### src/pkg/plcc_defs.svh
// Purpose: Timing counts and codes for the pulse-count LED current control.
// Assumes: 100 MHz system clock.
// Notes:   Times are in nanoseconds; cycle counts derive from them.
`ifndef PLCC_DEFS_SVH
`define PLCC_DEFS_SVH

`define PLCC_CLK_PERIOD_NS  10
`define PLCC_OFF_TIME_NS    500000
`define PLCC_LAT_TIME_NS    500000
`define PLCC_OFF_CYCLES     (`PLCC_OFF_TIME_NS / `PLCC_CLK_PERIOD_NS)
`define PLCC_LAT_CYCLES     (`PLCC_LAT_TIME_NS / `PLCC_CLK_PERIOD_NS)
`define PLCC_CNT_W          5
`define PLCC_CNT_MAX        5'h10
`define PLCC_FIRST_SETTING  4'h0

`define PLCC_LVL_OFF   3'h0
`define PLCC_LVL_20MA  3'h1
`define PLCC_LVL_14MA  3'h2
`define PLCC_LVL_10MA  3'h3
`define PLCC_LVL_7MA   3'h4
`define PLCC_LVL_50UA  3'h5
`define PLCC_LVL_500UA 3'h6
`define PLCC_LVL_1MA   3'h7
`define PLCC_LVL_2MA   3'h0

`endif

### src/pkg/plcc_pkg.sv
// Purpose: Types shared by the pulse-count LED current control.
// Assumes: Nothing beyond SystemVerilog packages.
// Notes:   Level codes come from the defs header.
package plcc_pkg;

	// Current level code for one sink group.
	typedef logic [2:0] plcc_level_t;

	// Setting applied to the sinks.
	typedef struct packed {
		logic        low_iq;   // Reduced quiescent low-current mode.
		logic        sub_on;   // Sub sink enabled.
		plcc_level_t sub_lvl;  // Sub sink level code.
		logic        main_on;  // Main sinks enabled.
		plcc_level_t main_lvl; // Main sinks level code.
	} plcc_setting_t;

	// Backlight pump modes.
	typedef enum logic [2:0] {
		PLCC_PUMP_1X  = 3'h1,
		PLCC_PUMP_15X = 3'h2,
		PLCC_PUMP_2X  = 3'h4
	} plcc_pump_t;

	// Control states of the link.
	typedef enum logic [1:0] {
		PLCC_ST_OFF = 2'h1,
		PLCC_ST_ON  = 2'h2
	} plcc_state_t;

endpackage

### src/rtl/plcc_ctrl.sv
// Purpose: Single-pin pulse-count control of LED sink currents.
// Assumes: 100 MHz clk; ctrl_pin and analog flags are asynchronous.
// Notes:   Timeouts are parameters so a bench can shorten them.
//          One timer measures both the high run (latch) and the low run (off).
//          Each pin phase must span more than one clock to be seen by the synchroniser.
//          Counts beyond sixteen hold at sixteen.
`include "plcc_defs.svh"

module plcc_ctrl #(
	parameter int unsigned OFF_CYCLES = `PLCC_OFF_CYCLES,  // Off timeout in clocks.
	parameter int unsigned LAT_CYCLES = `PLCC_LAT_CYCLES   // Latch timeout in clocks.
) (
	input  wire logic                   clk,          // System clock, 100 MHz.
	input  wire logic                   sys_rst,      // Asynchronous reset, active high.
	input  wire logic                   clk_en,       // Freezes all state while low.
	input  wire logic                   ctrl_pin,     // Enable and set pin.
	input  wire logic                   sink_dropout, // Any sink near dropout.
	input  wire logic                   sink_unterm,  // Unused sink not tied to pump output.
	output logic                        enabled,      // Device on.
	output plcc_pkg::plcc_setting_t     setting,      // Setting applied to the sinks.
	output logic [3:0]                  setting_idx,  // Applied setting, 0 means count 1.
	output plcc_pkg::plcc_pump_t        pump_mode     // Backlight pump mode.
);

	localparam int CW = 20;  // Width of the timeout counter.
	// The shared timer stops at the larger of the two timeouts; stopping at the
	// smaller one would freeze it short of the other and hide that event.
	localparam int unsigned TMR_TOP = (LAT_CYCLES > OFF_CYCLES) ? LAT_CYCLES : OFF_CYCLES;

	// Synchronisers; the first stage feeds only the second.
	logic [1:0] pin_sync_reg;   // Pin synchroniser.
	logic [1:0] drop_sync_reg;  // Dropout synchroniser.
	logic [1:0] unt_sync_reg;   // Termination synchroniser.
	logic       pin_d_reg;      // Previous synchronised pin level.

	// Control state.
	plcc_pkg::plcc_state_t   st_reg, st_next;      // On or off.
	logic [`PLCC_CNT_W-1:0]  cnt_reg, cnt_next;    // Edges counted since last latch.
	logic [CW-1:0]           tmr_reg, tmr_next;    // High or low time counter.
	logic [3:0]              idx_reg, idx_next;    // Applied setting index.
	plcc_pkg::plcc_setting_t set_reg, set_next;    // Applied sink setting.

	// Synchronised pin level and its rising edge.
	logic pin_s;    // Synchronised pin.
	logic rise;     // Rising edge of the pin.

	// Decode a setting index (count minus one) to sink levels.
	// The low two bits pick the level within a group of four; the high two
	// bits pick which groups are on, or the low-current range for the last four.
	function automatic plcc_pkg::plcc_setting_t decode(input logic [3:0] idx);
		plcc_pkg::plcc_setting_t s;
		plcc_pkg::plcc_level_t   lv;
		case (idx[1:0])
			2'h0:    lv = `PLCC_LVL_20MA;
			2'h1:    lv = `PLCC_LVL_14MA;
			2'h2:    lv = `PLCC_LVL_10MA;
			default: lv = `PLCC_LVL_7MA;
		endcase
		// Start with both groups off.
		s = '0;
		case (idx[3:2])
			2'h0: begin
				s.main_on = 1'b1;
				s.sub_on  = 1'b1;
			end
			2'h1: begin
				s.main_on = 1'b1;
			end
			2'h2: begin
				s.sub_on  = 1'b1;
			end
			default: begin
				// The low-current range has level codes of its own, except 2 mA, which shares code 0 with off.
				s.main_on = 1'b1;
				s.sub_on  = 1'b1;
				s.low_iq  = 1'b1;
				case (idx[1:0])
					2'h0:    lv = `PLCC_LVL_50UA;
					2'h1:    lv = `PLCC_LVL_500UA;
					2'h2:    lv = `PLCC_LVL_1MA;
					default: lv = `PLCC_LVL_2MA;
				endcase
			end
		endcase
		s.main_lvl = s.main_on ? lv : `PLCC_LVL_OFF;
		s.sub_lvl  = s.sub_on  ? lv : `PLCC_LVL_OFF;
		return s;
	endfunction

	// Synchronise asynchronous inputs. The pin, dropout and termination flags
	// come straight from outside, so each passes two flip-flops before any
	// logic reads it. A third flop holds the previous synchronised pin level
	// for edge detection; it resets low, matching the idle pin, so no false
	// edge follows reset.
	always_ff @(posedge clk or posedge sys_rst) begin
		if (sys_rst) begin
			pin_sync_reg  <= 2'h0;
			drop_sync_reg <= 2'h0;
			unt_sync_reg  <= 2'h0;
			pin_d_reg     <= 1'b0;
		end else if (clk_en) begin
			pin_sync_reg  <= {pin_sync_reg[0], ctrl_pin};
			drop_sync_reg <= {drop_sync_reg[0], sink_dropout};
			unt_sync_reg  <= {unt_sync_reg[0], sink_unterm};
			pin_d_reg     <= pin_sync_reg[1];
		end
	end

	assign pin_s = pin_sync_reg[1];
	assign rise  = pin_s & ~pin_d_reg;

	// Next state of the counter, timer and applied setting.
	// While off, only a rising edge matters: it turns the device on at the
	// first setting at once. While on, rises are counted, a long high run
	// latches the count into the sinks and a long low run turns the device off.
	// Between latches the count is private, so a fast burst never shows its
	// intermediate values at the outputs.
	always_comb begin
		st_next  = st_reg;
		cnt_next = cnt_reg;
		tmr_next = tmr_reg;
		idx_next = idx_reg;
		set_next = set_reg;
		// Timer: counts cycles at the present pin level and stops at the top,
		// so a held level cannot wrap it round into a second event.
		if (rise || (pin_s != pin_d_reg)) begin
			tmr_next = '0;    // Any level change restarts timing.
		end else if (tmr_reg != CW'(TMR_TOP)) begin
			tmr_next = tmr_reg + CW'(1);
		end
		case (st_reg)
			plcc_pkg::PLCC_ST_OFF: begin
				// A rise while off turns the device on at the first setting.
				if (rise) begin
					st_next  = plcc_pkg::PLCC_ST_ON;
					cnt_next = `PLCC_CNT_W'(1);
					idx_next = `PLCC_FIRST_SETTING;
					set_next = decode(`PLCC_FIRST_SETTING);
				end
			end
			plcc_pkg::PLCC_ST_ON: begin
				// Each rise adds one to the private count.
				if (rise) begin
					// Counts past sixteen hold at sixteen.
					if (cnt_reg != `PLCC_CNT_MAX) begin
						cnt_next = cnt_reg + `PLCC_CNT_W'(1);
					end
				end else if (pin_s && tmr_reg == CW'(LAT_CYCLES - 1) && cnt_reg != '0) begin
					// Only a latched count reaches the sinks.
					// The timer passes this value once per high run, so a latch fires once.
					idx_next = 4'(cnt_reg - `PLCC_CNT_W'(1));
					set_next = decode(4'(cnt_reg - `PLCC_CNT_W'(1)));
					cnt_next = '0;
				end else if (!pin_s && tmr_reg == CW'(OFF_CYCLES - 1)) begin
					// A long low run turns the device off and darkens the sinks.
					st_next  = plcc_pkg::PLCC_ST_OFF;
					cnt_next = '0;
					idx_next = '0;
					set_next = '0;
				end
			end
			default: begin
				// An illegal state code falls back to off.
				st_next = plcc_pkg::PLCC_ST_OFF;
			end
		endcase
	end

	// Register control state.
	// All state freezes while the clock enable is low; reset turns the device off.
	always_ff @(posedge clk or posedge sys_rst) begin
		if (sys_rst) begin
			st_reg  <= plcc_pkg::PLCC_ST_OFF;
			cnt_reg <= '0;
			tmr_reg <= '0;
			idx_reg <= '0;
			set_reg <= '0;
		end else if (clk_en) begin
			st_reg  <= st_next;
			cnt_reg <= cnt_next;
			tmr_reg <= tmr_next;
			idx_reg <= idx_next;
			set_reg <= set_next;
		end
	end

	// Outputs come straight from the registers above.
	assign enabled     = (st_reg == plcc_pkg::PLCC_ST_ON);
	assign setting     = set_reg;
	assign setting_idx = idx_reg;

	// Pump mode sequencer.
	// It sees only synchronised flags and returns to 1X when the device turns off.
	plcc_pump_seq u_pump (
		.clk       (clk),
		.sys_rst   (sys_rst),
		.clk_en    (clk_en),
		.enabled   (enabled),
		.dropout   (drop_sync_reg[1]),
		.unterm    (unt_sync_reg[1]),
		.pump_mode (pump_mode)
	);

endmodule // plcc_ctrl

### src/rtl/plcc_pump_seq.sv
// Purpose: Backlight pump mode sequencing from sink dropout.
// Assumes: Dropout and termination flags are synchronous to clk.
// Notes:   Mode returns to 1X only when the device turns off.
`include "plcc_defs.svh"

module plcc_pump_seq (
	input  wire logic                clk,         // System clock.
	input  wire logic                sys_rst,     // Asynchronous reset, active high.
	input  wire logic                clk_en,      // Freezes state while low.
	input  wire logic                enabled,     // Device is on.
	input  wire logic                dropout,     // Any sink near dropout.
	input  wire logic                unterm,      // An unused sink is not tied off.
	output plcc_pkg::plcc_pump_t     pump_mode    // Current pump mode.
);

	plcc_pkg::plcc_pump_t mode_reg;   // Registered mode.
	plcc_pkg::plcc_pump_t mode_next;  // Next mode.

	// Next mode: step up on dropout, never step down while on.
	always_comb begin
		mode_next = mode_reg;
		if (!enabled) begin
			mode_next = plcc_pkg::PLCC_PUMP_1X;    // Off returns to load switch.
		end else if (unterm) begin
			mode_next = plcc_pkg::PLCC_PUMP_2X;
		end else if (dropout) begin
			case (mode_reg)
				plcc_pkg::PLCC_PUMP_1X:  mode_next = plcc_pkg::PLCC_PUMP_15X;
				plcc_pkg::PLCC_PUMP_15X: mode_next = plcc_pkg::PLCC_PUMP_2X;
				default:                 mode_next = plcc_pkg::PLCC_PUMP_2X;  // Stay at top.
			endcase
		end
	end

	// Register the mode.
	always_ff @(posedge clk or posedge sys_rst) begin
		if (sys_rst) begin
			mode_reg <= plcc_pkg::PLCC_PUMP_1X;
		end else if (clk_en) begin
			mode_reg <= mode_next;
		end
	end

	assign pump_mode = mode_reg;

endmodule // plcc_pump_seq

### config.mk
export PLATFORM = sky130hd
export DESIGN_NAME = plcc_ctrl
export DESIGN_NICKNAME = d
export VERILOG_FILES = /design/src/pkg/plcc_pkg.sv /design/src/rtl/plcc_ctrl.sv /design/src/rtl/plcc_pump_seq.sv
export VERILOG_INCLUDE_DIRS = /design/src /design/src/pkg
export SDC_FILE = /design/constraint.sdc
export NUM_CORES = 1
export LEC_CHECK = 0
export BUFFER_PORTS_ARGS = -buffer_cell sky130_fd_sc_hd__buf_2
export CAP_MARGIN = 20
export CORE_MARGIN = 3
export CORE_UTILIZATION = 40
export CTS_CLUSTER_DIAMETER = 60
export DETAILED_ROUTE_END_ITERATION = 10
export MAX_ROUTING_LAYER = met4
export PLACE_DENSITY_LB_ADDON = 0.08
export RECOVER_POWER = 100
export SYNTH_ARGS = -nofsm -noshare
export SYNTH_HDL_FRONTEND = slang
export SYNTH_SLANG_ARGS = --single-unit
### constraint.sdc
create_clock -name clk -period 3.6 [get_ports clk]
set_clock_uncertainty 0.2 [all_clocks]
set_input_delay 0.36 -clock clk [delete_from_list [all_inputs] [get_ports clk]]
set_output_delay 0.36 -clock clk [all_outputs]
set_load 0.05 [all_outputs]
==> flow_summary.yaml <==
status:
  status: "completed"
power_and_ir_drop:
  p_per_area_nw_per_um2: 529.8
  peakVddDrop_v: 0.0002520
  leakagePower_nw: 1.211
worst_setup_path:
  regToRegSetupSlack_ps: 680
  ff2ff_path_depth: 7
  reg2reg_from: "cnt_reg[0]$_DFFE_PP0P_"
  arrival_ps: 2920
  timing.critical_path.from: "cnt_reg[0]$_DFFE_PP0P_"
  timing.rr.end: "setting[8]$_DFFE_PP0P_"
  cp-endpoint: "setting[8]$_DFFE_PP0P_"
  critPathKind: "flop to flop"
  required_ps: 3600
  startpoint_type: "flop"
  end_kind: "flop"
  crit_fanout: 12
finish:
  final_cell_mix: "48 x dfrtp_1, 33 x o21ai_0, 28 x nand2_1, 21 x clkbuf_1, 20 x nor2_1"
  regArea_um2: 1254
  largest_reg_flops: 20
  utilization: 0.4492
  final_nets: 343
  final_common_cell: "dfrtp_1"
  diodes: 0
  nFillCells: 691
  design_area_um2: 3085
  drive_above_1_share: 0.08537
  fin_cells: 424
  syn_to_final_growth_pct: 8.158
  multi_input_area_um2: 1435
routing:
  via_per_inst: 5.517
  wl_um: 6486
  drtPass1Iterations: 4
  routedWlPerCell_um: 15.30
  dr_total_vias: 2339
  drtIter0Drc: 100
  drc: 0
  ant_nets: 0
floorplanning:
  coreArea_um2: 6869
  fp-row-count: 30
  ioPinCount: 23
  die_w_um: 90.45
  start_util: 0.4153
  die_area_um2: 8181
  die_height_um: 90.45
sta:
  fmax_mhz: 342.3
  slew_viol_final: 0
  post-route-period-util: 0.8115
  fin_setup_tns_ps: 0
  min_period_ps: 2921
  setup_viol: 0
  rsz0062_at_grt: "false"
  hold_viol_final: 0
  hold_slack_ps: 82.09
  worstMarginPinSlew_ps: 1001
  slew-limit-headroom: 0.3317
job:
  drv_cap: 0
clock_network:
  clock_sinks: 50
  clockBufferDepth: 2
  clk_pin_slew_ps: 90
  cts-buffers-inserted: 5
  clk_latency_ps: 300
  cts_tree: "done"
  cts-root-buf: "clkbuf_8"
  htreeDepth: 2
  cts_setup_buffers: 0
yosys:
  ys_async_sr_fraction: 1.000
  synth_cells: 310
  synthAdderAreaFrac: 0.04386
  ys_ff_latch: 50
  synth_compound_area_frac: 0.2026
  yosys_warnings: 0
  mappedNetlistArea_um2: 2853
  avgSynthCellArea_um2: 9.202
  ys_dominant_reg_cell: "dfrtp_1"
  synth_edf_count: 0
  synthXorXnorAreaFrac: 0.006140
  synth_simple_gate_area_share: 0.2303
  synth.area.mux_share: 0.03114
  synth_nets: 326
  synth_top_family_by_area: "simple AND/OR/NAND/NOR gates"
  seq_area_frac_synth: 0.4395
  synth_cell_types: 52
global_route:
  grt_overflow_total: 0
  antenna_found_initial: 0
  grt_max_degree: 51
  grt_pass1_wl_um: 10980
  track_usage: 0.1697
  grt_pass1_vias: 2193
placed_design:
  dpl.cell_count: 414
  port_buffers: 22
  dpl-instance-area_um2: 3025
  dp_hpwl_um: 4481
  gp_congestion: 0.8964
worst_hold_path:
  hold_path.class: "input pin to flop"
kinds of logic (layout without fill, tap and decap cells):
logic type | count (synthesis) | in the layout
AO/OA/AOI/OAI | 88 | 88
XOR/XNOR | 2 | 2
adder cells (fa/ha/maj) | 10 | 10
buffers and inverters | 32 | 50
flip-flops | 50 | 50
multiplexers | 8 | 8
AND/OR/NAND/NOR | 120 | 120
cell usage after synthesis, types with 2 or more instances:
cell	count	share of area
o211ai_1	3	0.0079
ha_1	10	0.044
nor3_1	8	0.014
a21o_1	2	0.0053
buf_2	4	0.0070
nor2_1	20	0.026
dfrtp_1	48	0.42
a21oi_1	11	0.019
nor2b_1	3	0.0066
or4_1	5	0.013
mux2_2	6	0.024
o21ai_0	32	0.056
nand4_2	3	0.013
a2bb2oi_1	4	0.012
or2_2	2	0.0044
nand4_1	9	0.020
nand3_1	16	0.028
dfstp_2	2	0.018
o41ai_1	6	0.018
and2_1	2	0.0044
o31ai_1	15	0.039
nor4_1	3	0.0066
nand2b_1	5	0.011
or3_1	4	0.0088
a31oi_1	5	0.011
nand2_1	28	0.037
o21a_1	3	0.0079
clkbuf_1	11	0.014
inv_1	15	0.020
and3_1	2	0.0044
xnor2_1	2	0.0061
worst min-delay path by stage:
stage                                   endpoint                          from  cells after the start
floorplan           drop_sync_reg[1]$_DFFE_PP0P_  drop_sync_reg[1]$_DFFE_PP0P_                      1
global placement          setting[8]$_DFFE_PP0P_        setting[8]$_DFFE_PP0P_                      1
detailed placement        setting[8]$_DFFE_PP0P_        setting[8]$_DFFE_PP0P_                      1
CTS                 drop_sync_reg[0]$_DFFE_PP0P_                  sink_dropout                      2
global route         unt_sync_reg[0]$_DFFE_PP0P_                   sink_unterm                      2
finish              drop_sync_reg[0]$_DFFE_PP0P_                  sink_dropout                      2
cell type report:
class,instances,share of cell area
multi-input combinational,228,0.4651
sequential,50,0.4063
timing repair buffer,26,0.04055
inverter,16,0.01946
tap,96,0.03893
clock buffer,7,0.02798
clock inverter,1,0.001622
power by group:
part | internal, mW | switching [mW]
combinational | 0.205 | 0.361
clock | 0.156 | 0.191
sequential | 0.622 | 0.100
total | 0.983 | 0.652
per-layer routing:
layer	vias up	routed length, um	share of wire	track usage
met5	-	0	0	-
met4	0	65	0.010	0.04209
met3	5	259	0.040	0.03250
met2	44	2893	0.45	0.2589
met1	1112	3267	0.50	0.2341
li1	1178	-	-	-
what timing repair did:
item,CTS,global route
endpoints found under the hold margin,0,25
hold buffers,0,1
resized for setup,0,0
critical path: stages (launching register included):
cell and delay (ps):
dfrtp_1 530, inv_1 140, ha_1 180, nor4b_1 310, nand2_1 160, a41oi_1 700
nor2_1 240, mux2_1 360
stage by stage:
step | setup slack, ps | power, mW
floorplan | 1197 | 1.187
global placement | 1003 | 1.311
detailed placement | 1047 | 1.307
CTS | 1021 | 1.656
global route | 442.8 | 1.765
finish | 678.7 | 1.635
Note: power is estimated with default switching activity, not from simulation.
